**config.mk**
```make
export PLATFORM = sky130hd
export DESIGN_NAME = amc_mode_ctrl
export DESIGN_NICKNAME = d
export VERILOG_FILES = /design/src/amc_pkg.sv /design/src/amc_mode_ctrl.sv
export SDC_FILE = /design/constraint.sdc
export NUM_CORES = 1
export LEC_CHECK = 0
export BUFFER_PORTS_ARGS = -buffer_cell sky130_fd_sc_hd__buf_2
export CORE_AREA = 4 4 129 131
export DETAILED_ROUTE_END_ITERATION = 7
export DIE_AREA = 0 0 133 135
export PLACE_DENSITY = 0.69
export SETUP_SLACK_MARGIN = 0.5
export SLEW_MARGIN = 0
export SYNTH_ARGS = -nofsm -noshare
export SYNTH_HDL_FRONTEND = slang
export SYNTH_SLANG_ARGS = --single-unit
```
**constraint.sdc**
```tcl
create_clock -name clk -period 4 [get_ports clk]
set_input_delay 0.6 -clock clk [delete_from_list [all_inputs] [get_ports clk]]
set_output_delay 0.6 -clock clk [all_outputs]
set_load 0.05 [all_outputs]
```
**src/amc_pkg.sv**
```systemverilog
// package for the converter operating-mode control block
package amc_pkg;

    // ==========================================================
    // register select codes
    localparam logic [1:0] REG_COMM   = 2'h0;
    localparam logic [1:0] REG_MODE   = 2'h1;
    localparam logic [1:0] REG_FILT   = 2'h2;
    localparam logic [1:0] REG_DATA   = 2'h3;

    // ==========================================================
    // operating-mode register layout and reset value
    localparam logic [7:0] MODE_RESET = 8'h02;
    localparam int         MODE_MD_HI = 7;
    localparam int         MODE_MD_LO = 6;
    localparam int         MODE_BO    = 3;
    localparam int         MODE_UB    = 2;
    localparam int         MODE_BUF   = 1;
    localparam logic [1:0] MD_CONT    = 2'h0;
    localparam logic [1:0] MD_RSVD    = 2'h1;
    localparam logic [1:0] MD_SINGLE  = 2'h2;
    localparam logic [1:0] MD_PDOWN   = 2'h3;

    // ==========================================================
    // command byte layout
    localparam int         COMM_WEN_N = 7;
    localparam int         COMM_RS_HI = 5;
    localparam int         COMM_RS_LO = 4;
    localparam int         COMM_READ  = 3;
    localparam int         COMM_CREAD = 2;

    // ==========================================================
    // status byte constant part and other read values
    localparam logic [7:0] STAT_FIXED = 8'h08;
    localparam int         STAT_RDY   = 7;
    localparam int         STAT_WL    = 2;
    localparam logic [7:0] FILT_VALUE = 8'h00;
    localparam logic [4:0] LAST_BYTE  = 5'h07;
    localparam logic [4:0] LAST_WORD  = 5'h17;

    // ==========================================================
    // result coding and conversion timing
    localparam logic [23:0] BIP_OFFSET   = 24'h800000;
    localparam logic [23:0] DATA_RESET   = 24'h000000;
    localparam int          CLK_NS       = 10;
    localparam int          CONV_NS      = 100000;
    localparam int          CONV_CYCLES  = CONV_NS / CLK_NS;
    localparam logic [1:0]  FIRST_PERIODS = 2'h2;
    localparam logic [1:0]  NEXT_PERIODS  = 2'h1;

    typedef enum logic [3:0] {
        SER_CMD = 4'h1,
        SER_WR  = 4'h2,
        SER_RD  = 4'h4,
        SER_CRD = 4'h8
    } amc_ser_t;

    typedef enum logic [2:0] {
        CV_OFF  = 3'h1,
        CV_RUN  = 3'h2,
        CV_HOLD = 3'h4
    } amc_cv_t;

    typedef struct packed {
        logic       buffer_en;
        logic       burnout_en;
        logic       unipolar;
        logic       converting;
    } amc_front_t;

endpackage : amc_pkg

```
**src/amc_mode_ctrl.sv**
```systemverilog
// operating-mode register, conversion sequencer and serial port of the converter
`timescale 1ns/1ps

// Notes on behaviour
// - eight-bit mode register, writable and readable serially
// - mode register select code 01, resets 0x02
// - mode register shifts MSB first
// - mode write resets converter, sets ready flag
// - mode register field layout and reset values
// - continuous mode stores results, ready goes low
// - continuous read shifts results without commands
// - first result after two periods, then one
// - single conversion: two periods, then power down
// - mode field encodes continuous, reserved, single, power-down
// - buffer bit selects buffered analog input
// - polarity bit selects straight or offset binary
// - burnout only when enabled and buffer active
module amc_mode_ctrl #(
    parameter int CONV_CYCLES = amc_pkg::CONV_CYCLES,
    parameter bit WORD_24     = 1'b1
) (
    input  wire logic               clk,
    input  wire logic               rst,
    input  wire logic               ce,
    input  wire logic               sclk,
    input  wire logic               din,
    input  wire logic               cs_n,
    output logic                    dout_rdy_o,
    output logic                    dout_rdy_oe,
    input  wire logic [23:0]        sample_in,
    output amc_pkg::amc_front_t     front,
    output logic                    modulator_reset
);

    // ==========================================================
    // pin synchronisers and sclk edge detection
    logic       sclk_s1_ff, sclk_s2_ff, sclk_s3_ff;
    logic       din_s1_ff,  din_s2_ff;
    logic       cs_s1_ff,   cs_s2_ff;
    logic       rise;
    logic       fall;

    always_ff @(posedge clk) begin
        if (rst) begin
            sclk_s1_ff <= 1'b1;
            sclk_s2_ff <= 1'b1;
            sclk_s3_ff <= 1'b1;
            din_s1_ff  <= 1'b0;
            din_s2_ff  <= 1'b0;
            cs_s1_ff   <= 1'b1;
            cs_s2_ff   <= 1'b1;
        end else if (ce) begin
            sclk_s1_ff <= sclk;
            sclk_s2_ff <= sclk_s1_ff;
            sclk_s3_ff <= sclk_s2_ff;
            din_s1_ff  <= din;
            din_s2_ff  <= din_s1_ff;
            cs_s1_ff   <= cs_n;
            cs_s2_ff   <= cs_s1_ff;
        end
    end

    // host samples dout on the rising edge; we move dout just after it
    assign rise = sclk_s2_ff & ~sclk_s3_ff;
    assign fall = ~sclk_s2_ff & sclk_s3_ff;

    // ==========================================================
    // state declarations
    amc_pkg::amc_ser_t  ser_ff;
    amc_pkg::amc_cv_t   cv_ff;
    logic [7:0]         mode_ff;
    logic [7:0]         sh_ff;
    logic [1:0]         rs_ff;
    logic [4:0]         bit_ff;
    logic [4:0]         last_ff;
    logic [23:0]        out_ff;
    logic               shifting_ff;
    logic               cread_ff;
    logic               rdy_ff;
    logic               pin_ff;
    logic               crd_wait_ff;
    logic [23:0]        data_ff;
    logic [23:0]        cnt_ff;
    logic [1:0]         per_ff;
    logic [23:0]        fifo_mem [2];
    logic               wp_ff, rp_ff;
    logic [1:0]         fcnt_ff;

    logic [7:0]         cmd_byte;
    logic [7:0]         wr_byte;
    logic               cmd_done;
    logic               mode_wr;
    logic [1:0]         new_md;
    logic               push_valid, push_ready, pop_valid, pop;
    logic               crd_load, data_cmd;
    logic [23:0]        result;
    logic               period_end;

    assign cmd_byte = {sh_ff[6:0], din_s2_ff};
    assign wr_byte  = cmd_byte;
    assign cmd_done = (ser_ff == amc_pkg::SER_CMD) && rise && !cs_s2_ff
                      && (bit_ff == amc_pkg::LAST_BYTE)
                      && !cmd_byte[amc_pkg::COMM_WEN_N];
    assign mode_wr  = (ser_ff == amc_pkg::SER_WR) && rise && !cs_s2_ff
                      && (bit_ff == amc_pkg::LAST_BYTE) && (rs_ff == amc_pkg::REG_MODE);
    assign data_cmd = cmd_done && cmd_byte[amc_pkg::COMM_READ]
                      && (cmd_byte[amc_pkg::COMM_RS_HI:amc_pkg::COMM_RS_LO]
                          == amc_pkg::REG_DATA);
    assign crd_load = (ser_ff == amc_pkg::SER_CRD) && !cs_s2_ff && !shifting_ff
                      && pop_valid;
    assign pop      = pop_valid && (data_cmd || crd_load);
    assign modulator_reset = mode_wr;

    // ==========================================================
    // operating-mode register
    // reserved mode code leaves the conversion mode as it was
    assign new_md = (wr_byte[7:6] == amc_pkg::MD_RSVD) ? mode_ff[7:6] : wr_byte[7:6];

    always_ff @(posedge clk) begin
        if (rst) begin
            mode_ff <= amc_pkg::MODE_RESET;
        end else if (ce && mode_wr) begin
            // bits 5:4 and 0 are held at zero whatever the host sends
            mode_ff <= {new_md, 2'h0, wr_byte[3:1], 1'h0};
        end
    end

    assign front.buffer_en  = mode_ff[amc_pkg::MODE_BUF];
    assign front.burnout_en = mode_ff[amc_pkg::MODE_BO] & mode_ff[amc_pkg::MODE_BUF];
    assign front.unipolar   = mode_ff[amc_pkg::MODE_UB];
    assign front.converting = (cv_ff != amc_pkg::CV_OFF);

    // ==========================================================
    // conversion sequencer
    assign period_end = (cv_ff == amc_pkg::CV_RUN) && (cnt_ff == 24'(CONV_CYCLES - 1));
    assign result     = mode_ff[amc_pkg::MODE_UB] ? sample_in
                        : (sample_in ^ amc_pkg::BIP_OFFSET);
    assign push_valid = (cv_ff == amc_pkg::CV_HOLD);

    always_ff @(posedge clk) begin
        if (rst) begin
            cv_ff  <= amc_pkg::CV_RUN;
            cnt_ff <= 24'h000000;
            per_ff <= amc_pkg::FIRST_PERIODS;
        end else if (ce) begin
            if (mode_wr) begin
                cnt_ff <= 24'h000000;
                per_ff <= amc_pkg::FIRST_PERIODS;
                cv_ff  <= (new_md == amc_pkg::MD_PDOWN) ? amc_pkg::CV_OFF
                                                        : amc_pkg::CV_RUN;
            end else begin
                case (cv_ff)
                    amc_pkg::CV_RUN: begin
                        if (period_end) begin
                            cnt_ff <= 24'h000000;
                            if (per_ff == amc_pkg::NEXT_PERIODS) begin
                                cv_ff <= amc_pkg::CV_HOLD;
                            end else begin
                                per_ff <= per_ff - 2'h1;
                            end
                        end else begin
                            cnt_ff <= cnt_ff + 24'h000001;
                        end
                    end
                    amc_pkg::CV_HOLD: begin
                        // a full buffer stalls the modulator instead of losing a word
                        if (push_ready) begin
                            per_ff <= amc_pkg::NEXT_PERIODS;
                            cv_ff  <= (mode_ff[7:6] == amc_pkg::MD_CONT) ? amc_pkg::CV_RUN
                                                                         : amc_pkg::CV_OFF;
                        end
                    end
                    amc_pkg::CV_OFF: begin
                        cnt_ff <= 24'h000000;
                    end
                    default: begin
                        cv_ff <= amc_pkg::CV_OFF;
                    end
                endcase
            end
        end
    end

    // ==========================================================
    // two-entry result buffer standing in for the data register
    assign push_ready = (fcnt_ff != 2'h2);
    assign pop_valid  = (fcnt_ff != 2'h0);

    always_ff @(posedge clk) begin
        if (rst || (ce && mode_wr)) begin
            wp_ff   <= 1'b0;
            rp_ff   <= 1'b0;
            fcnt_ff <= 2'h0;
        end else if (ce) begin
            if (push_valid && push_ready) begin
                fifo_mem[wp_ff] <= result;
                wp_ff           <= ~wp_ff;
            end
            if (pop) begin
                rp_ff <= ~rp_ff;
            end
            fcnt_ff <= fcnt_ff + 2'(push_valid && push_ready) - 2'(pop);
        end
    end

    always_ff @(posedge clk) begin
        if (rst) begin
            data_ff <= amc_pkg::DATA_RESET;
        end else if (ce && pop) begin
            data_ff <= fifo_mem[rp_ff];
        end
    end

    // ready flag: low while an unread result waits
    always_ff @(posedge clk) begin
        if (rst) begin
            rdy_ff <= 1'b1;
        end else if (ce) begin
            if (mode_wr || cv_ff == amc_pkg::CV_OFF && !pop_valid) begin
                rdy_ff <= 1'b1;
            end else if (pop_valid && !pop) begin
                rdy_ff <= 1'b0;
            end else begin
                rdy_ff <= 1'b1;
            end
        end
    end

    // ==========================================================
    // serial port: command byte, register write, register read
    always_ff @(posedge clk) begin
        if (rst) begin
            ser_ff      <= amc_pkg::SER_CMD;
            sh_ff       <= 8'h00;
            rs_ff       <= amc_pkg::REG_COMM;
            bit_ff      <= 5'h00;
            last_ff     <= amc_pkg::LAST_BYTE;
            out_ff      <= 24'h000000;
            shifting_ff <= 1'b0;
            cread_ff    <= 1'b0;
        end else if (ce) begin
            if (cs_s2_ff) begin
                // deselect ends any frame, continuous read included
                ser_ff      <= amc_pkg::SER_CMD;
                bit_ff      <= 5'h00;
                shifting_ff <= 1'b0;
                cread_ff    <= 1'b0;
            end else begin
                case (ser_ff)
                    amc_pkg::SER_CMD: begin
                        if (rise) begin
                            sh_ff  <= cmd_byte;
                            bit_ff <= bit_ff + 5'h01;
                            if (bit_ff == amc_pkg::LAST_BYTE) begin
                                bit_ff <= 5'h00;
                            end
                        end
                        if (cmd_done) begin
                            rs_ff <= cmd_byte[amc_pkg::COMM_RS_HI:amc_pkg::COMM_RS_LO];
                            if (!cmd_byte[amc_pkg::COMM_READ]) begin
                                ser_ff <= amc_pkg::SER_WR;
                            end else begin
                                shifting_ff <= 1'b1;
                                last_ff     <= amc_pkg::LAST_BYTE;
                                ser_ff      <= amc_pkg::SER_RD;
                                case (cmd_byte[amc_pkg::COMM_RS_HI:amc_pkg::COMM_RS_LO])
                                    amc_pkg::REG_COMM: begin
                                        out_ff <= {amc_pkg::STAT_FIXED
                                                   | (8'(rdy_ff) << amc_pkg::STAT_RDY)
                                                   | (8'(WORD_24) << amc_pkg::STAT_WL),
                                                   16'h0000};
                                    end
                                    amc_pkg::REG_MODE: begin
                                        out_ff <= {mode_ff, 16'h0000};
                                    end
                                    amc_pkg::REG_FILT: begin
                                        out_ff <= {amc_pkg::FILT_VALUE, 16'h0000};
                                    end
                                    default: begin
                                        // a command read drains one result
                                        out_ff  <= pop_valid ? fifo_mem[rp_ff] : data_ff;
                                        last_ff <= amc_pkg::LAST_WORD;
                                        if (cmd_byte[amc_pkg::COMM_CREAD]) begin
                                            cread_ff <= 1'b1;
                                            ser_ff   <= amc_pkg::SER_CRD;
                                        end
                                    end
                                endcase
                            end
                        end
                    end
                    amc_pkg::SER_WR: begin
                        if (rise) begin
                            sh_ff  <= cmd_byte;
                            bit_ff <= bit_ff + 5'h01;
                            if (bit_ff == amc_pkg::LAST_BYTE) begin
                                bit_ff <= 5'h00;
                                ser_ff <= amc_pkg::SER_CMD;
                            end
                        end
                    end
                    amc_pkg::SER_RD, amc_pkg::SER_CRD: begin
                        if (crd_load) begin
                            out_ff      <= fifo_mem[rp_ff];
                            shifting_ff <= 1'b1;
                            bit_ff      <= 5'h00;
                        end else if (rise && shifting_ff) begin
                            out_ff <= {out_ff[22:0], 1'b0};
                            bit_ff <= bit_ff + 5'h01;
                            if (bit_ff == last_ff) begin
                                bit_ff      <= 5'h00;
                                shifting_ff <= 1'b0;
                                if (!cread_ff) begin
                                    ser_ff <= amc_pkg::SER_CMD;
                                end
                            end
                        end
                    end
                    default: begin
                        ser_ff <= amc_pkg::SER_CMD;
                    end
                endcase
            end
        end
    end

    // continuous read pops a result at once when no word is shifting, so the ready flag then stays high;
    // the pin is held low instead until the host lowers sclk for the first bit
    always_ff @(posedge clk) begin
        if (rst) begin
            crd_wait_ff <= 1'b0;
        end else if (ce) begin
            if (cs_s2_ff || fall) begin
                crd_wait_ff <= 1'b0;
            end else if (crd_load) begin
                crd_wait_ff <= 1'b1;
            end
        end
    end

    // ==========================================================
    // output pin: low during the continuous-read wait, else data bit while shifting, else the ready level
    always_ff @(posedge clk) begin
        if (rst) begin
            pin_ff <= 1'b1;
        end else if (ce) begin
            pin_ff <= crd_wait_ff ? 1'b0 : (shifting_ff ? out_ff[23] : rdy_ff);
        end
    end

    assign dout_rdy_o  = pin_ff;
    assign dout_rdy_oe = !cs_s2_ff;
endmodule : amc_mode_ctrl

```
; ---- Word-level counts from Yosys, hierarchy flattened
; Memory sizes are Yosys's and may differ from the RTL's. A register that Yosys moved wholly into a read port is not among the register bits.
; Index checks and enable logic that the tools add are counted.
[classes]
add_sub_neg = 5
eq_ne = 39
mux = 69
n_bitwise = 9
reduce_logical = 60
[ops]
columns = cell, n
row1 = two-way mux 24 bit, 8
row2 = case mux 24 bit (2 select lines), 2
row3 = case mux 24 bit (3 select lines), 1
row4 = two-way mux 4 bit, 11
row5 = two-way mux 5 bit, 7
row6 = inequality test 3 bit (second input constant), 10
row7 = adder 24 x 1 -> 24 bit (second input constant), 1
row8 = equality test 24 x 14 -> 1 bit (second input constant), 1
row9 = two-way mux 1 bit, 24
row10 = logical AND 1 bit, 21
row11 = AND reduction 6 bit, 3
row12 = AND reduction 5 bit, 3
row13 = two-way mux 2 bit, 7
row14 = nonzero test 2 bit, 7
row15 = two-way mux 3 bit, 4
row16 = case mux 4 bit (3 select lines), 1
row17 = AND reduction 4 bit, 3
row18 = nonzero test 3 bit, 4
row19 = case mux 5 bit (2 select lines), 1
row20 = inequality test 3 x 2 -> 1 bit (second input constant), 3
row21 = case mux 3 bit (3 select lines), 1
row22 = equality test 2 x 1 -> 1 bit (second input constant), 4
row23 = inequality test 2 bit (second input constant), 4
row24 = inequality test 4 bit (second input constant), 2
row25 = other kinds (27), 49
[totals]
ff_bits = 121
mem_bits_rw = 48
inputBits = 30
out_inout_bits = 7
elab_cells = 209
n_memories = 1
[memory_table]
columns = memory, words, word_bits, rd, rd_clocked_by_memory_dff, wr, line
row1 = fifo_mem, 2, 24, 1, 1, 1, amc_mode_ctrl.sv:85  ; logic [23:0] fifo_mem [2];

; ---- Depth between registers and ports, before layout
; Gate-level depths: netlist of run 1.
[depth]
ltp_word = 14
depth_mapped = 14
depth_no_buf = 13

; ---- Worst setup path after synthesis of run 1
; No wires, ideal clock.
[synth_timing]
path_type = flip-flop to flip-flop
from = register bit_ff[0]
to = memory fifo_mem[1][0], enable pin
setup_ps = 440
t_arrival_ps = 3271
required_ps = 3560
setup_slack_ps = 289
stages_incl_launch_ff = 8
path_buffers = 1
synth_period_minus_slack_ps = 3711
cell_sequence = dfxtp_1 -> ha_1 -> nand3b_1 -> or4_4 -> buf_6 -> nand2_1 -> or2_2 -> nor3b_1
[synth_between]
elab_chain_cells = 7
[synth_lines]
columns = item, line
row1 = start: declaration, amc_mode_ctrl.sv:74  ; logic [4:0] bit_ff;
row2 = start signal: assignment, amc_mode_ctrl.sv:253  ; bit_ff <= bit_ff + 5'h01;
row3 = start signal: assignment, amc_mode_ctrl.sv:295  ; bit_ff <= bit_ff + 5'h01;
row4 = start signal: assignment, amc_mode_ctrl.sv:309  ; bit_ff <= bit_ff + 5'h01;
row5 = equality test 5 x 3 -> 1 bit, amc_mode_ctrl.sv:105  ; && (bit_ff == amc_pkg::LAST_BYTE) && (rs_ff == amc_pkg::REG_MODE);
row6 = logical AND 1 bit (2 in a row), amc_mode_ctrl.sv:105
row7 = logical AND 1 bit, amc_mode_ctrl.sv:190  ; if (rst || (ce && mode_wr)) begin
row8 = logical OR 1 bit, amc_mode_ctrl.sv:190
row9 = two-way mux 1 bit, amc_mode_ctrl.sv:190
row10 = two-way mux 1 bit (implied by the code), amc_mode_ctrl.sv:196  ; fifo_mem[wp_ff] <= result;
row11 = end: declaration, amc_mode_ctrl.sv:85
; No other way between the ends.

; ---- Worst setup path in the final report of run 1
[layout_timing]
from = register cs_s2_ff
to = output port modulator_reset
[layout_between]
elab_chain_cells = 4
[layout_lines]
columns = item, line
row1 = start: declaration, amc_mode_ctrl.sv:39  ; logic cs_s1_ff, cs_s2_ff;
row2 = start signal: assignment, amc_mode_ctrl.sv:59  ; cs_s2_ff <= cs_s1_ff;
row3 = zero test 1 bit, amc_mode_ctrl.sv:104  ; assign mode_wr = (ser_ff == amc_pkg::SER_WR) && rise && !cs_s2_ff
row4 = logical AND 1 bit, amc_mode_ctrl.sv:104
row5 = logical AND 1 bit (2 in a row), amc_mode_ctrl.sv:105
row6 = end: declaration, amc_mode_ctrl.sv:32  ; output logic modulator_reset
; No other way between the ends.

==> flow_metrics.py, run 1 <==
metrics = {
    "floorplan": {
        "dieWidth_um": 133,
        "dieHeight_um": 135,
        "initial_core_util_pct": 48.7,
        "row_count": 46,
        "ios": 37,
        "core_um2": 15600,
        "die_area_um2": 18000,
    },
    "job": {
        "drv_cap": 0,
    },
    "timing": {
        "slew_violations": 0,
        "worst_pin_slew_ps": 925,
        "fin_skew_ps": 7.89,
        "whs_ps": 346,
        "fmax_mhz": 315,
        "finalHoldViolCount": 0,
        "fin_setup_tns_ps": 0,
        "rsz0062_at_grt": "false",
        "finalSetupViolCount": 0,
        "period_share_pct": 79.3,
        "min_period_ps": 3170,
        "setup_ws_ps": 829,
        "max_slew_margin_pct": 37.8,
    },
    "critical_path": {
        "cp.required_ps": 3400,
        "cp.depth": 5,
        "crit_fanout": 10,
        "timing.rr.end": "out_ff[14]",
        "worstSetupStartpoint": "cs_s2_ff",
        "end_kind": "primary output",
        "reg2reg_from": "ser_ff[3]",
        "cp.arrival_ps": 2570,
        "reg2reg_depth": 7,
        "critPathMaxStageDelay_ps": 510,
        "cp_slowest_cell": "or3_1",
        "cp_top_family": "simple AND/OR/NAND/NOR gates",
        "r2r_setup_slack_ps": 1150,
        "path_class": "reg2out",
        "worst-path-buf-inv": 2,
        "path_cells": "or3_1 -> nor3b_2 -> nand4b_1 -> inv_1 -> buf_2",
        "setup.worst_path.end": "modulator_reset",
        "setup.worst_path.start_class": "flip-flop",
    },
    "detailed_routing": {
        "num_vias": 5963,
        "wl_per_cell_um": 15.8,
        "drc": 0,
        "viasPerCell": 5.79,
        "detail-route-antenna-nets": 0,
        "wirelength_mm": 16.2,
        "drtPass1Iterations": 5,
        "drt_iter0_drc": 546,
    },
    "yosys": {
        "synth_area_leaders": "dfxtp_1 (31%), edfxtp_1 (19%), mux2i_1 (6.2%)",
        "synth.top_cell.area_share_pct": 31.1,
        "synth-seq-area-share_pct": 50.0,
        "syn_area_um2": 7600,
        "async_reset_ff_share_pct": 0,
        "syn_area_per_cell_um2": 9.62,
        "syn_inst": 790,
        "yosys_register_bits": 166,
        "yosys_warnings": 0,
        "synth_edf_count": 48,
        "ys_types": 70,
        "syn_nets": 825,
        "synth_area_leader_cell": "dfxtp_1",
        "synth_flop_cell": "dfxtp_1",
    },
    "global_routing": {
        "grtUsageTotal_pct": 18.5,
        "grt-ovfl-total": 0,
        "grt_first_pass_wirelength_mm": 27.3,
        "grt_pass1_vias": 5626,
        "antenna_found_initial": 0,
        "grt_max_degree": 50,
    },
    "cts": {
        "numCtsBuffers": 17,
        "clock-sinks": 166,
        "insertion_delay_ps": 440,
        "path_clk_slew_ps": 70,
        "holdBufCountCts": 0,
        "root_buffer": "clkbuf_16",
        "clockBufferDepth": 2,
        "cts_max_level": 4,
        "cts_setup_buffers": 0,
        "cts_resized": 0,
        "cts_tree": "yes",
    },
    "place": {
        "io_buffers": 36,
        "hpwl_mm": 10.4,
        "routabilityCongestion": 0.904,
        "dpl_worst_slack_ps": 1210,
        "dpl.cell_count": 998,
    },
    "layout": {
        "area_growth_pct": 11.9,
        "nNetsFinal": 836,
        "antenna_cells": 0,
        "final_common_cell": "nor2_1",
        "layout-drive-gt1-share_pct": 12.8,
        "fin_cells": 1030,
        "layout_common_cells": "nor2_1 (122), dfxtp_1 (118), nand2_1 (64)",
    },
    "pwr": {
        "p_leak_uw": 0.00278,
        "p_per_area_nw_per_um2": 432,
        "vdd_drop_max_v": 0.000310,
    },
    "worst_hold_path": {
        "hold_class": "in2reg",
    },
    "outcome": {
        "outcome": "finished, final reports clean",
    },
}
==> layer usage <==
metal  share of wire (%)  global-route usage [%]  vias to the layer above  wire (um)
met3                 4.7                    4.36                       37        758
met4                 2.0                    7.22                        0        322
met2                  47                    29.1                      152       7690
met5                   0                       0                        -          0
met1                  46                    25.0                     2846       7470
li1                    -                       -                     2928          -
==> through the flow <==
step                      util, %  total power, uW  area, um^2
after floorplan                 -             2040        7610
after global placement       50.8             2100        7930
after detailed placement     50.8             2110        7930
after CTS                    54.5             3700        8510
after global routing         54.5             3810        8510
final                        54.5             3670        8510
==> state kept, by name (all words and copies together), names as in the netlist, 2 cells and up, named ones only <==
register,cells
ser_ff,4
sh_ff,7
rs_ff,2
fifo_mem,48
bit_ff,5
cv_ff,3
fcnt_ff,2
out_ff,24
data_ff,24
per_ff,2
cnt_ff,24
mode_ff,5
==> worst register-to-register path, delay by kind of cell, from the launching register on <==
family          cells  cell delay [ps]
buf+inv             1              440
compound gates      3              810
flops               1              530
simple gates        3              970
==> power by group <==
| group | switching (uW) | total, uW | internal [uW] |
|---|---|---|---|
| combinational | 177 | 274 | 97.1 |
| sequential | 39.4 | 1800 | 1760 |
| clock | 711 | 1600 | 892 |
==> kinds of logic after synthesis <==
kind of cell               count (synthesis)  synth area share, %
and+or+nand+nor                          293                 18.5
adders and majority gates                  5                0.823
buffers and inverters                     70                 4.03
DFF                                      166                 50.0
muxes                                     48                 6.34
AOI/OAI and AO/OA                        181                 17.2
xor gates and xnor gates                  27                 3.11
==> final cells by class <==
type | count | area, um^2
fill | 1367 | 7090
sequential | 166 | 3800
multi-input combinational | 554 | 3530
clock buffer | 18 | 439
timing repair buffer | 49 | 278
tap | 216 | 270
clock inverter | 14 | 139
inverter | 13 | 48.8
==> synth_stat cells, types with 2 or more instances <==
cell       instances
buf_1              3
nor4_1             8
nor3_1            13
dfxtp_1          118
or3_1              5
or2_2              3
clkbuf_1          33
nor4b_1            4
buf_4              2
o31ai_1            8
o21ai_0           15
nor2_1           122
a211oi_1          31
o2111ai_1         18
xor2_1            17
and2_1             5
o211ai_1           6
edfxtp_1          48
a211oi_2           2
a21boi_0           2
and4_1             3
nor3b_1            2
nand4b_1           5
o221a_2            2
buf_6              2
mux2i_1           47
a31oi_1            3
nor2b_1            8
xnor2_1           10
nand4_1           12
inv_1             13
nand2b_1           4
buf_2             17
and3_1             5
a221oi_2           2
a311oi_1          20
ha_1               5
a221oi_1           4
nand2_1           64
nand3_1           17
a21oi_1           50
o22ai_1            3
nand3b_1           2
==> worst min-delay path by stage <==
| stage | start | to | slack, ps | depth (start not counted) |
|---|---|---|---|---|
| after floorplan | crd_wait_ff | dout_rdy_o | 420 | 1 |
| after global placement | crd_wait_ff | dout_rdy_o | 440 | 1 |
| after detailed placement | crd_wait_ff | dout_rdy_o | 440 | 1 |
| after CTS | sample_in[19] | fifo_mem[0][19] | 340 | 1 |
| after global routing | sample_in[18] | fifo_mem[0][18] | 340 | 1 |
| final | sample_in[19] | fifo_mem[0][19] | 350 | 1 |
No activity file was read; power rests on OpenSTA's default activity.
==> inputs of run 2 (changes only) <==
==> constraint.sdc (replaced) <==
create_clock -name clk -period 2.6 [get_ports clk]
set_input_delay 0.39 -clock clk [delete_from_list [all_inputs] [get_ports clk]]
set_output_delay 0.39 -clock clk [all_outputs]
set_load 0.05 [all_outputs]
==> flow_metrics.py, run 2 (synthesis gave the netlist of run 1 again) <==
metrics = {
    "timing": {
        "slew_violations": 0,
        "fin_setup_tns_ps": 0,
        "fmax_mhz": 403,
        "worst_pin_slew_ps": 803,
        "finalSetupViolCount": 0,
        "rsz0062_at_grt": "true",
        "max_slew_margin_pct": 46.4,
        "min_period_ps": 2480,
        "fin_skew_ps": 9.90,
        "finalHoldViolCount": 0,
        "period_share_pct": 95.5,
    },
    "detailed_routing": {
        "drtPass1Iterations": 6,
        "detail-route-antenna-nets": 0,
        "num_vias": 7021,
        "viasPerCell": 6.18,
        "drt_iter0_drc": 779,
        "wl_per_cell_um": 20.6,
        "wirelength_mm": 23.4,
        "drc": 0,
    },
    "layout": {
        "largest_reg_flops": 48,
        "antenna_cells": 0,
        "area_growth_pct": 37.8,
        "layout-drive-gt1-share_pct": 35.5,
        "top_register": "fifo_mem",
        "nNetsFinal": 943,
        "final_common_cell": "dfxtp_1",
        "layout_common_cells": "dfxtp_1 (106), nor2_1 (97), buf_4 (67)",
    },
    "place": {
        "hpwl_mm": 11.8,
        "routabilityCongestion": 0.873,
        "io_buffers": 36,
    },
    "critical_path": {
        "path_class": "reg2reg",
        "cp.arrival_ps": 2810,
        "setup.worst_path.start_class": "flip-flop",
        "end_kind": "flip-flop",
        "crit_fanout": 5,
        "cp.required_ps": 2930,
    },
    "pwr": {
        "seq_power_share_pct": 46.1,
        "p_int_uw": 4460,
        "p_leak_uw": 0.00358,
        "pwr-share-comb_pct": 10.6,
        "clkPwrFrac_pct": 43.3,
        "vdd_drop_max_v": 0.000472,
        "power.switching_uw": 1510,
        "p_per_area_nw_per_um2": 570,
        "finalPower_uw": 5980,
        "swShare_pct": 25.3,
    },
    "global_routing": {
        "grt_max_degree": 80,
        "grt-ovfl-total": 0,
        "grt_first_pass_wirelength_mm": 32.8,
        "antenna_found_initial": 0,
        "grtUsageTotal_pct": 22.7,
        "grt_pass1_vias": 6484,
    },
    "cts": {
        "insertion_delay_ps": 430,
        "path_clk_slew_ps": 70,
        "clock-sinks": 166,
        "cts_tree": "yes",
        "cts_max_level": 4,
        "root_buffer": "clkbuf_16",
        "numCtsBuffers": 17,
        "clockBufferDepth": 2,
        "holdBufCountCts": 0,
    },
    "worst_hold_path": {
        "hold_class": "in2reg",
    },
    "floorplan": {
        "ios": 37,
        "dieWidth_um": 133,
        "dieHeight_um": 135,
        "core_um2": 15600,
        "row_count": 46,
        "die_area_um2": 18000,
        "initial_core_util_pct": 48.7,
    },
    "job": {
        "drv_cap": 0,
    },
    "outcome": {
        "outcome": "finished, final reports clean",
    },
}
[run 2: final cells by class]
| class | count | area (um^2) |
|---|---|---|
| multi-input cells | 555 | 4140 |
| fillers | 1048 | 5120 |
| inverters | 13 | 52.6 |
| flip-flops and latches | 166 | 3820 |
| well taps | 216 | 270 |
| clock inverters | 15 | 181 |
| clock buffers | 17 | 425 |
| repair buffers | 155 | 1580 |
[run 2: what timing repair did]
action / 4_1_cts / 5_1_grt
buffers inserted: 38 / 21
pin swaps: 26 / 47
endpoints found under the setup margin: 139 / 146
resized for setup: 94 / 86
cloned: 9 / 9
[run 2: per-stage QoR]
stage          area, um^2  instances  hold WS (ps)  setup slack [ps]  utilization [%]
5_1_grt             10500       1137           139              23.2             67.2
6_report            10500       1137           147               118             67.2
2_1_floorplan        7700        790           422               169                -
3_3_place_gp         8280       1028           432               168             53.1
3_5_place_dp         8280       1028           447              68.6             53.1
4_1_cts              9780       1107           140               180             62.7
[run 2: routing by layer]
layer	global-route usage [%]	vias to the layer above	part of all wire, %
met5	0	-	0
met4	10.2	0	5.3
met3	4.66	113	7.1
met2	38.3	364	50
met1	28.1	3393	38
li1	-	3151	-
[run 2: power by group through the flow]
stage	clock, uW	combinational (uW)	sequential, uW
2_1_floorplan	0	355	2800
3_3_place_gp	0	479	2800
3_5_place_dp	0	490	2800
4_1_cts	2600	573	2750
5_1_grt	2720	677	2760
6_report	2590	632	2750
[run 2: worst max-delay path, stage by stage, from the launching register on]
cell        delay, ps
dfxtp_4           360
or3_4             400
buf_6             140
nor3b_4           210
nand4b_1          210
clkinvlp_4        180
buf_4             120
buf_6             100
a211oi_4           40
o21ai_2           170
buf_4             140
buf_6             110
clkbuf_16         140
nor2_1             50
[run 2: final timing paths]
kind                     start        endpoint  slack, ps  depth (start not counted)
setup / recovery     ser_ff[3]      cnt_ff[14]        120                         13
hold / removal    sample_in[3]  fifo_mem[0][3]        150                          1
setup reg to reg     ser_ff[3]      cnt_ff[14]        120                         13
hold reg to reg    crd_wait_ff      dout_rdy_o        450                          1
==> inputs of run 3 (changes only) <==
--- a/config.mk
+++ b/config.mk
@@ -5,11 +5,11 @@
 export SDC_FILE = /design/constraint.sdc
 export NUM_CORES = 1
 export LEC_CHECK = 0
-export BUFFER_PORTS_ARGS = -buffer_cell sky130_fd_sc_hd__buf_2
 export CORE_AREA = 4 4 129 131
 export DETAILED_ROUTE_END_ITERATION = 7
 export DIE_AREA = 0 0 133 135
-export PLACE_DENSITY = 0.69
+export DONT_BUFFER_PORTS = 1
+export PLACE_DENSITY = 0.78
 export SETUP_SLACK_MARGIN = 0.5
 export SLEW_MARGIN = 0
 export SYNTH_ARGS = -nofsm -noshare
==> flow_metrics.py, run 3 (synthesis gave the netlist of run 1 again) <==
metrics = {
    "layout": {
        "nNetsFinal": 935,
        "final_common_cell": "dfxtp_1",
        "layout-drive-gt1-share_pct": 37.1,
        "largest_reg_flops": 48,
        "area_growth_pct": 42.6,
        "fillers": 937,
        "design_area_um2": 10800,
        "antenna_cells": 0,
        "fin_cells": 1129,
        "post-route-util_pct": 69.5,
        "top_register": "fifo_mem",
        "layout_common_cells": "dfxtp_1 (110), nor2_1 (91), buf_4 (80)",
    },
    "timing": {
        "slew_violations": 0,
        "setup_ws_ps": -147,
        "finalSetupViolCount": 1,
        "fin_skew_ps": 12.5,
        "period_share_pct": 106,
        "whs_ps": 11.2,
        "finalHoldViolCount": 0,
        "fin_setup_tns_ps": -147,
        "rsz0062_at_grt": "true",
        "worst_pin_slew_ps": 743,
        "min_period_ps": 2750,
        "fmax_mhz": 364,
        "max_slew_margin_pct": 50.0,
    },
    "global_routing": {
        "grtUsageMet1_pct": 28.5,
        "grt_first_pass_wirelength_mm": 37.8,
        "grtUsageTotal_pct": 26.9,
        "grt.busiest_layer": "met2",
        "grt_max_degree": 91,
        "antenna_found_initial": 0,
        "globalRouteMet2Util_pct": 46.3,
        "grt_pass1_vias": 7206,
        "use_met3_pct": 7.79,
        "grt-ovfl-total": 0,
    },
    "floorplan": {
        "row_count": 46,
        "dieHeight_um": 135,
        "dieWidth_um": 133,
        "ios": 37,
        "die_area_um2": 18000,
        "core_um2": 15600,
        "initial_core_util_pct": 48.7,
    },
    "critical_path": {
        "end_kind": "flip-flop",
        "path_class": "reg2reg",
        "cp.arrival_ps": 3130,
        "r2r_setup_slack_ps": -150,
        "cp.required_ps": 2980,
        "setup.worst_path.start_class": "flip-flop",
        "reg2reg_from": "bit_ff[1]",
        "crit_fanout": 3,
        "worstSetupStartpoint": "bit_ff[1]",
    },
    "job": {
        "drv_cap": 0,
    },
    "detailed_routing": {
        "drt_iter0_drc": 831,
        "viasPerCell": 6.47,
        "detail-route-antenna-nets": 0,
        "num_vias": 7302,
        "wl_per_cell_um": 23.5,
        "drc": 0,
        "wirelength_mm": 26.5,
        "drtPass1Iterations": 6,
    },
    "cts": {
        "root_buffer": "clkbuf_16",
        "clock-sinks": 166,
        "holdBufCountCts": 0,
        "numCtsBuffers": 17,
        "cts_tree": "yes",
        "cts_max_level": 4,
        "path_clk_slew_ps": 70,
        "clockBufferDepth": 2,
        "insertion_delay_ps": 450,
    },
    "pwr": {
        "vdd_drop_max_v": 0.000736,
        "p_leak_uw": 0.00365,
        "p_per_area_nw_per_um2": 549,
    },
    "place": {
        "dpl_cell_area_um2": 8100,
        "io_buffers": 0,
        "hpwl_mm": 10.7,
        "dpl.cell_count": 996,
        "routabilityCongestion": 0.864,
    },
    "worst_hold_path": {
        "hold_class": "in2reg",
        "hp-start": "rst",
    },
    "outcome": {
        "violations": "negative setup slack",
        "outcome": "complete, but fails checks",
    },
}
run 3: cell count changes in the layout (fill, tap and decap cells not counted), sizes merged, moves of 2 or more:
cell,delta
clkinvlp,-6
inv,+6
clkbuf,-5
bufinv,-3
clkinv,+3
buf,-2
run 3: final timing paths:
path         depth (start not counted)    endpoint
max                                 12  cnt_ff[15]
min                                  1  out_ff[17]
max reg2reg                         12  cnt_ff[15]
min reg2reg                          2  mode_ff[3]
run 3: timing repair:
item                       4_1_cts  5_1_grt
setup endpoints to repair      137      143
setup buffers                   58       26
pin swaps                       74       54
cloned                          17        0
resized for setup              143      102
run 3: critical path, stage by stage, from the launching register on:
cell        delay [ps]
dfxtp_4            360
ha_4               160
nand3b_1           130
buf_4              150
nor2_2              50
nand4b_1           160
clkinvlp_4         180
buf_6              140
buf_6              110
buf_6              120
a2111oi_0          590
o21ai_0            330
a21oi_2            200
run 3: area by class of cell:
cell class                 instances  area (um^2)  area share (%)
clock buffer                      17          425            3.92
multi-input combinational        555         4380            40.4
tap                              216          270            2.49
inverter                          13         52.6           0.485
sequential                       166         3820            35.2
timing repair buffer             147         1740            16.1
clock inverter                    15          156            1.44
run 3: per-stage QoR:
stage          worst slack, ps  total power (uW)
6_report                  -147              5960
5_1_grt                   -221              6130
4_1_cts                    220              5790
3_5_place_dp              73.7              3240
3_3_place_gp               153              3240
2_1_floorplan              169              3160
run 3: per-layer routing:
metal	up-vias	share of wire, %
met5	-	0
met4	0	8.4
met3	213	7.9
met2	487	50
met1	3473	34
li1	3129	-
run 3: power breakdown:
| part | total (uW) | switching (uW) | leakage, uW | internal (uW) |
|---|---|---|---|---|
| combinational | 702 | 403 | 0.00198 | 299 |
| clock | 2500 | 1220 | 0.000283 | 1280 |
| sequential | 2750 | 48.8 | 0.00139 | 2710 |
